**config.mk**
```make
export PLATFORM = sky130hd
export DESIGN_NAME = olr_regs
export DESIGN_NICKNAME = d
export VERILOG_FILES = /design/src/olr_regs.v /design/src/olr_write_check.v
export VERILOG_INCLUDE_DIRS = /design/src
export SDC_FILE = /design/constraint.sdc
export NUM_CORES = 1
export LEC_CHECK = 0
export ABC_AREA = 1
export ABC_CLOCK_PERIOD_IN_PS = 2100
export BUFFER_PORTS_ARGS = -buffer_cell sky130_fd_sc_hd__buf_2
export CAP_MARGIN = 20
export CORE_MARGIN = 1
export CORE_UTILIZATION = 55
export DETAILED_ROUTE_END_ITERATION = 6
export PLACE_DENSITY = 0.86
export SLEW_MARGIN = 30
export SYNTH_ARGS = -nofsm -noshare
export SYNTH_HDL_FRONTEND = slang
export SYNTH_SLANG_ARGS = --single-unit
```
**constraint.sdc**
```tcl
create_clock -name clk -period 2.1 [get_ports clk]
set_clock_uncertainty 0.05 [all_clocks]
set_input_delay 0.42 -clock clk [delete_from_list [all_inputs] [get_ports clk]]
set_output_delay 0.42 -clock clk [all_outputs]
set_load 0.1 [all_outputs]
```
**src/olr_defines.vh**
```
// What this block does
// - Write to command 3Bh updates OTG output voltage limit.
// - Voltage field is bits 13:2, 8 mV per LSB, MSB 16384 mV.
// - Applied OTG voltage setting is clamped between 3 V and 24 V.
// - Voltage writes below 3 V or above 24 V are discarded.
// - Voltage resets to 09C4h, current resets to 3C00h.
// - Write to command 3Ch updates OTG output current limit.
// - Current field is bits 14:8, 50 mA per LSB, MSB 3200 mA.
// - Writes with reserved upper bits set are invalid and rejected.
// - Reserved low bits are ignored on write and read as zero.
`ifndef OLR_DEFINES_VH
`define OLR_DEFINES_VH
`define OLR_CMD_VOLT 8'h3B
`define OLR_CMD_CURR 8'h3C
`define OLR_VOLT_RESET 16'h09C4
`define OLR_CURR_RESET 16'h3C00
`define OLR_VOLT_MSB 13
`define OLR_VOLT_LSB 2
`define OLR_VOLT_RSVD_HI 16'hC000
`define OLR_CURR_MSB 14
`define OLR_CURR_LSB 8
`define OLR_CURR_RSVD_HI 16'h8000
`define OLR_VOLT_STEP_MV 8
`define OLR_VOLT_MIN_MV 3000
`define OLR_VOLT_MAX_MV 24000
`define OLR_VOLT_MIN_CODE 12'h0177
`define OLR_VOLT_MAX_CODE 12'h0BB8
`define OLR_VOLT_RESET_CODE 12'h0271
`define OLR_CURR_RESET_CODE 7'h3C
`define OLR_ZERO16 16'h0000
`endif

```
**src/olr_regs.v**
```verilog
`timescale 1ns/1ps
`include "olr_defines.vh"
module olr_regs (
	input wire clk,
	input wire rst,
	input wire wr_en,
	input wire rd_en,
	input wire [7:0] cmd,
	input wire [15:0] wr_data,
	output reg [15:0] rd_data,
	output reg rd_valid,
	output reg wr_reject,
	output reg [11:0] otg_voltage_code,
	output reg [6:0] otg_current_code
);
	// Register images; reserved fields are zero once stored
	reg [15:0] volt_ff;
	reg [15:0] curr_ff;
	// Next values of every flip-flop
	reg [15:0] nxt_volt;
	reg [15:0] nxt_curr;
	reg [15:0] nxt_rd_data;
	reg nxt_rd_valid;
	reg nxt_wr_reject;
	reg [11:0] nxt_voltage_code;
	reg [6:0] nxt_current_code;
	// Write decode
	reg hit_any;
	reg take_volt;
	reg take_curr;
	reg refuse;
	// Outputs of the write screen
	wire volt_ok;
	wire curr_ok;
	wire [15:0] volt_clean;
	wire [15:0] curr_clean;
	// Fields of the stored images
	wire [11:0] stored_vcode;
	wire [6:0] stored_icode;
	wire stored_in_range;

	// Voltage code field of a register image
	// Reserved bits on either side are dropped here
	function [11:0] volt_field;
		input [15:0] word;
		begin
			volt_field = word[`OLR_VOLT_MSB:`OLR_VOLT_LSB];
		end
	endfunction

	// Current code field of a register image
	// Reserved bits on either side are dropped here
	function [6:0] curr_field;
		input [15:0] word;
		begin
			curr_field = word[`OLR_CURR_MSB:`OLR_CURR_LSB];
		end
	endfunction

	// Inclusive window of 3 V to 24 V in 8 mV codes
	// Both ends are legal settings, so compare inclusively
	function code_in_range;
		input [11:0] code;
		begin
			code_in_range = (code >= `OLR_VOLT_MIN_CODE) && (code <= `OLR_VOLT_MAX_CODE);
		end
	endfunction

	// Pins a code to the nearer window edge
	// Cheaper than a subtractor; only three comparisons
	function [11:0] clamp_code;
		input [11:0] code;
		begin
			if (code_in_range(code))
				clamp_code = code;
			else if (code < `OLR_VOLT_MIN_CODE)
				clamp_code = `OLR_VOLT_MIN_CODE;
			else
				clamp_code = `OLR_VOLT_MAX_CODE;
		end
	endfunction

	// Image selected by a command code; other codes read zero
	// Reads of codes owned by neighbouring registers still get rd_valid here, with zero data
	function [15:0] read_word;
		input [7:0] code;
		input [15:0] volt_word;
		input [15:0] curr_word;
		begin
			case (code)
				`OLR_CMD_VOLT: read_word = volt_word;
				`OLR_CMD_CURR: read_word = curr_word;
				default: read_word = `OLR_ZERO16;
			endcase
		end
	endfunction

	// True for the two command codes this block owns
	// Used by write decode only; read_word decodes the same two codes itself
	function cmd_is_limit;
		input [7:0] code;
		begin
			cmd_is_limit = (code == `OLR_CMD_VOLT) || (code == `OLR_CMD_CURR);
		end
	endfunction

	// Range and reserved-bit screening of the write word
	olr_write_check u_chk (
		.cmd(cmd),
		.data(wr_data),
		.volt_ok(volt_ok),
		.curr_ok(curr_ok),
		.volt_clean(volt_clean),
		.curr_clean(curr_clean)
	);

	// Codes that drive the applied limits
	assign stored_vcode = volt_field(volt_ff);
	assign stored_icode = curr_field(curr_ff);
	// Entry check keeps the store in range; clamp guards a corrupted store
	assign stored_in_range = code_in_range(stored_vcode);

	// Writes to codes owned elsewhere are neither taken nor refused
	// Refusal needs an owned code that failed its screen
	always @*
	begin
		hit_any = cmd_is_limit(cmd);
		take_volt = wr_en && volt_ok;
		take_curr = wr_en && curr_ok;
		refuse = wr_en && hit_any && !take_volt && !take_curr;
	end

	// Voltage image: a refused write leaves it untouched
	// Only screened, cleaned words are stored
	always @*
	begin
		if (take_volt)
		begin
			nxt_volt = volt_clean;
		end
		else
		begin
			nxt_volt = volt_ff;
		end
	end

	// Current image: a refused write leaves it untouched
	// Only screened, cleaned words are stored
	always @*
	begin
		if (take_curr)
		begin
			nxt_curr = curr_clean;
		end
		else
		begin
			nxt_curr = curr_ff;
		end
	end

	// One-cycle flag so the host can tell a refused write
	// No sticky status: the host must watch the pulse
	always @*
	begin
		if (refuse)
		begin
			nxt_wr_reject = 1'h1;
		end
		else
		begin
			nxt_wr_reject = 1'h0;
		end
	end

	// A read in the same cycle as a write sees the older image
	// Read data is held so the host may fetch it late
	always @*
	begin
		nxt_rd_valid = rd_en;
		if (rd_en)
		begin
			nxt_rd_data = read_word(cmd, volt_ff, curr_ff);
		end
		else
		begin
			nxt_rd_data = rd_data;
		end
	end

	// Applied limits trail the images by one cycle
	// Registered so the regulator never sees a decode glitch
	always @*
	begin
		if (stored_in_range)
		begin
			nxt_voltage_code = stored_vcode;
		end
		else
		begin
			nxt_voltage_code = clamp_code(stored_vcode);
		end
		// Current field has no window to enforce
		nxt_current_code = stored_icode;
	end

	// Power-on voltage image
	// Writes land one edge after the strobe
	always @(posedge clk)
	begin
		if (rst)
		begin
			volt_ff <= `OLR_VOLT_RESET;
		end
		else
		begin
			volt_ff <= nxt_volt;
		end
	end

	// Power-on current image
	// Writes land one edge after the strobe
	always @(posedge clk)
	begin
		if (rst)
		begin
			curr_ff <= `OLR_CURR_RESET;
		end
		else
		begin
			curr_ff <= nxt_curr;
		end
	end

	// Held until the next read
	// Cleared by reset so no stale image leaks out
	always @(posedge clk)
	begin
		if (rst)
		begin
			rd_data <= `OLR_ZERO16;
		end
		else
		begin
			rd_data <= nxt_rd_data;
		end
	end

	// One-cycle answer to each read strobe
	// Low through reset
	always @(posedge clk)
	begin
		if (rst)
		begin
			rd_valid <= 1'h0;
		end
		else
		begin
			rd_valid <= nxt_rd_valid;
		end
	end

	// One-cycle refusal pulse
	// Low through reset
	always @(posedge clk)
	begin
		if (rst)
		begin
			wr_reject <= 1'h0;
		end
		else
		begin
			wr_reject <= nxt_wr_reject;
		end
	end

	// Applied voltage code matches the reset image at once
	// so the regulator starts from a legal setting
	always @(posedge clk)
	begin
		if (rst)
		begin
			otg_voltage_code <= `OLR_VOLT_RESET_CODE;
		end
		else
		begin
			otg_voltage_code <= nxt_voltage_code;
		end
	end

	// Applied current code matches the reset image at once
	// so the limit is valid from the first cycle
	always @(posedge clk)
	begin
		if (rst)
		begin
			otg_current_code <= `OLR_CURR_RESET_CODE;
		end
		else
		begin
			otg_current_code <= nxt_current_code;
		end
	end
endmodule // olr_regs

```
**src/olr_write_check.v**
```verilog
`timescale 1ns/1ps
`include "olr_defines.vh"
module olr_write_check (
	input wire [7:0] cmd,
	input wire [15:0] data,
	output wire volt_ok,
	output wire curr_ok,
	output wire [15:0] volt_clean,
	output wire [15:0] curr_clean
);
	wire [11:0] code;
	assign code = data[`OLR_VOLT_MSB:`OLR_VOLT_LSB];
	// Range in codes: 3000/8 = 375, 24000/8 = 3000
	assign volt_ok = (cmd == `OLR_CMD_VOLT) && ((data & `OLR_VOLT_RSVD_HI) == `OLR_ZERO16)
		&& (code >= `OLR_VOLT_MIN_CODE) && (code <= `OLR_VOLT_MAX_CODE);
	assign curr_ok = (cmd == `OLR_CMD_CURR) && ((data & `OLR_CURR_RSVD_HI) == `OLR_ZERO16);
	assign volt_clean = {2'h0, code, 2'h0};
	assign curr_clean = {1'h0, data[`OLR_CURR_MSB:`OLR_CURR_LSB], 8'h00};
endmodule // olr_write_check

```
Yosys cells after proc, flatten, opt, wreduce, memory -nomap -nowiden
Cells that the tools add are included.

Register bits: 56. Latch bits: 0. RAM bits: 0. Memory bits (read-only): 0. Input port bits: 28. Output and inout bits: 37. Word-level logic and storage cells: 33. Memories: 0.

$add $sub $neg: 0. Multipliers: 0. Divide/modulo/power cells: 0. $lt $le $gt $ge: 5. Equality and inequality tests: 2. Shifts and indexed selects: 0. Mux-type cells: 4. Bitwise logic cells: 0. Reduce and logical (&&, ||, !) cells: 15.

Operators with widths (number): zero test 16 bit (2); one-hot mux 15 bit (2 select lines) (1); greater-or-equal comparator 12 x 9 -> 1 bit (second input constant) (2); <= comparator 12 bit (second input constant) (2); two-way mux 12 bit (2); equality test 8 x 6 -> 1 bit (second input constant) (2); less-than comparator 12 x 9 -> 1 bit (second input constant) (1); logical AND 1 bit (10); zero test 1 bit (2); logical OR 1 bit (1); two-way mux 1 bit (1).

Logic depth before layout (Yosys ltp)
Depth after elaboration: 9. Depth in mapped cells: 10. Depth with buffers taken out: 9.

Hierarchy
From an unflattened synthesis, not the netlist that was laid out.

Cells, all modules: 459. Area, all modules: 3236.9 µm².

Modules (own cells, without submodules): olr_regs (times used 1, cells each 374, area each 2753.9 µm², seq. area each 1381.3 µm²); olr_write_check (times used 1, cells each 85, area each 483.0 µm², seq. area each 0.0 µm²).

Worst setup path after synthesis
Ideal clock, no wire load.

Path type: input to register. Start: in cmd[7]. End: reg curr_ff[10]. Library setup time: 0.138 ns. Arrival: 1.246 ns. Data required time: 1.912 ns. Path slack: 0.666 ns. Stages on the path: 7. Buffers on the path: 1. Cells stage by stage: nor2_1 -> nand3_1 -> nor2_2 -> nand2_2 -> buf_2 -> nand2_1 -> o211ai_1.

Cells in the longest elaborated chain, start to end: 3.

RTL lines: start, declared (line olr_regs.v:8) `input wire [7:0] cmd,`; equality test 8 x 6 -> 1 bit (no line); logical AND 1 bit (line olr_write_check.v:16) `` assign curr_ok = (cmd == `OLR_CMD_CURR) && ((data & `OLR_CURR_RSVD_HI) == `OLR_ZERO16); ``; logical AND 1 bit (line olr_regs.v:129) `take_curr = wr_en && curr_ok;`; end signal, assigned (line olr_regs.v:226) `` curr_ff <= `OLR_CURR_RESET; ``; end signal, assigned (line olr_regs.v:230) `curr_ff <= nxt_curr;`; end, declared (line olr_regs.v:18) `reg [15:0] curr_ff;`.

No other way between the ends. A chain may end at the register's enable or synchronous reset.

Worst setup path in the final report
Start: reg rd_data[13]. End: out rd_data[13].

RTL lines: start, declared (line olr_regs.v:10) `output reg [15:0] rd_data,`; start signal, assigned (line olr_regs.v:240) `` rd_data <= `OLR_ZERO16; ``; start signal, assigned (line olr_regs.v:244) `rd_data <= nxt_rd_data;`.

No word-level cell between the ends.

==> impl_metrics.csv <==
group,metric,value,unit
finish,register_area,1060,um^2
logic_synthesis,ys_top_cells_by_area,"dfxtp_1, nand2_1, nand3_1, nor2_1, inv_1",
critical_path,crit_fanout,2,
placed_design,io_buffers,59,
clock_tree,clock_path_buffers,2,
clock_tree,cts_tree,"yes",
power_and_ir_drop,switching_share,29.3,%
logic_synthesis,yosys_register_bits,53,
finish,multi_input_area,963,um^2
routing,drt-total-wl,4790,um
clock_tree,numCtsBuffers,5,
finish,fin_nets,394,
critical_path,cp_data_arrival_time,1.10,ns
job,drv_cap,0,
timing,period_share,74.8,%
routing,final_antenna_net_count,0,
clock_tree,post-cts-setup-buffers,0,
clock_tree,cts_root_buf,"clkbuf_8",
timing,period_needed,1.57,ns
global_routing,use_met3,6.42,%
power_and_ir_drop,pwr-share-clk,31.0,%
global_routing,gr-usage-all-layers,25.3,%
global_routing,gr-usage-met1,32.9,%
logic_synthesis,ys_top_cells_by_count,"nand2_1, dfxtp_1, nor2_1",
power_and_ir_drop,pwr-share-seq,55.6,%
timing,rsz0062_at_grt,"false",
logic_synthesis,yosys.area.top_type_share,47.8,%
critical_path,slowest_delay,0.43,ns
critical_path,crit_type,"reg2out",
routing,drt-initial-drc-count,216,
logic_synthesis,yosysMostFrequentCell,"nand2_1",
die,core_area,3770,um^2
clock_tree,insertion_delay,0.31,ns
hold_path,holdPathStages,3,
routing,routed_via_density,5.07,
die,die_h,65.5,um
global_routing,top_usage_layer,"met2",
die,start_util,58.8,%
timing,setup_viol,0,
clock_tree,path_clk_slew,0.09,ns
power_and_ir_drop,vdd_drop_max,0.316,mV
routing,vias,2102,
timing,setup_ws,0.530,ns
die,io-pin-count,65,
timing,finalSetupTns,0,ns
die,fp-row-count,22,
critical_path,required,1.63,ns
power_and_ir_drop,leakage,0.00129,uW
die,dieArea,4290,um^2
finish,syn_to_final_growth,18.7,%
logic_synthesis,synth_flop_cell,"dfxtp_1",
global_routing,grt_first_pass_wirelength,8270,um
critical_path,crit_buf_inv,1,
die,die_w,65.5,um
logic_synthesis,ys_seq_area_share,47.8,%
timing,hold_viol,0,
clock_tree,cts_max_level,2,
routing,dr.pass1.iters,4,
logic_synthesis,synth.avg_cell_area,7.23,um^2
timing,max_freq,637,MHz
clock_tree,cts_resized,0,
global_routing,antenna_found_initial,0,
placed_design,pre_cts_ws,0.446,ns
logic_synthesis,synth_edf_count,0,
power_and_ir_drop,powerDensity,700,nW/um^2
timing,slew_violations,0,
critical_path,endpoint_kind,"output port",
routing,wire_per_inst,11.5,um
critical_path,start_kind,"register",
logic_synthesis,synthCells,307,
routing,drc,0,
critical_path,reg2reg_depth,7,
hold_path,hp-class,"in2reg",
logic_synthesis,async_reset_ff_share,0,%
global_routing,grt_max_degree,28,
critical_path,crit_cells,1,
power_and_ir_drop,internal-power,1300,uW
run_status,status,"completed",
finish,antennaDiodeCount,0,
logic_synthesis,synth_top_cell_by_area,"dfxtp_1",
global_routing,grt-ovfl-total,0,
critical_path,slowest_stage,"buf_2",
power_and_ir_drop,combPwrFrac,13.4,%
critical_path,critPathTopFamily,"buffers and inverters",
power_and_ir_drop,p_switching,540,uW
critical_path,crit_chain,"buf_2",
logic_synthesis,syn_area,2220,um^2
logic_synthesis,yosys_warnings,0,
placed_design,gp_congestion,0.964,
clock_tree,postCtsHoldBufs,0,
finish,drive_gt1_share,23.4,%
placed_design,dp_hpwl,3560,um
logic_synthesis,ys_types,25,
global_routing,grt_pass1_vias,1921,
finish,fillers,342,
global_routing,met2_usage,39.8,%
clock_tree,cts_sinks,53,
[final timing paths]
| kind | startpoint | to | slack (ns) |
|---|---|---|---|
| worst max register to register | volt_ff[9]$_SDFFE_PP0P_ | otg_voltage_code[2]$_SDFF_PP0_ | 0.60 |
| worst min register to register | curr_ff[9]$_SDFFE_PP0P_ | otg_current_code[1]$_SDFF_PP0_ | 0.41 |
| worst max-delay path | rd_data[13]$_SDFFE_PP0P_ | rd_data[13] | 0.53 |
| worst min-delay path | wr_data[6] | volt_ff[6]$_SDFFE_PP1P_ | 0.28 |
[tightest hold or removal path, cell delays in order]
cell     delay (ns)
buf_2          0.09
nand2_1        0.05
nand3_1        0.06
[routing by layer]
layer | share of wire (%) | up-vias
met5 | 0 | -
li1 | - | 1087
met3 | 5.4 | 7
met4 | 1.7 | 0
met1 | 47 | 941
met2 | 46 | 67
[cell type report]
cell class | instances | area share (%)
Clock inverter | 3 | 0.856
Inverter | 35 | 4.99
Tap cell | 48 | 2.28
Sequential cell | 53 | 40.3
Timing Repair Buffer | 63 | 12.4
Clock buffer | 5 | 2.61
Multi-Input combinational cell | 208 | 36.6
[sequential cells by signal, indices dropped and copies added, names as in the netlist]
register,cells
rd_data,13
otg_voltage_code,12
volt_ff,12
curr_ff,7
otg_current_code,7
rd_valid,1
wr_reject,1
[cell usage in the layout, fill, tap and decap left out, drive strengths merged]
master,netlist,routed
o21a,1,1
nand3,28,28
nand4,3,3
clkinvlp,0,3
o21ai,15,15
a21oi,15,15
buf,6,63
clkbuf,7,5
nor3,5,5
or2,4,4
nand2,83,83
o211ai,10,10
dfxtp,53,53
conb,1,3
nand3b,2,2
inv,35,35
nor2,39,39
[power groups by stage]
stage	sequential, uW	clock (uW)	combinational [uW]
floorplan	1140	0	93.7
global placement	1050	0	242
detailed placement	1050	0	246
CTS	1020	577	246
global route	1030	625	266
finish	1020	572	247
[stage by stage]
stage / hold slack [ns] / total power, uW / utilization, % / cells / cell area, um^2
2_1_floorplan: 0.375 / 1240 / - / 309 / 2230
3_3_place_gp: 0.392 / 1290 / 67.4 / 407 / 2540
3_5_place_dp: 0.400 / 1290 / 67.4 / 407 / 2540
4_1_cts: 0.280 / 1850 / 69.8 / 415 / 2630
5_1_grt: 0.285 / 1920 / 69.8 / 415 / 2630
6_report: 0.283 / 1840 / 69.8 / 415 / 2630
[logic make-up after synthesis]
kind of cell,count (synthesis),share of synthesized area [%]
simple gates,164,31.8
compound gates,41,11.2
buf+inv,48,9.08
other cells,1,0.169
flops,53,47.8
(Power assumes the default switching activity.)
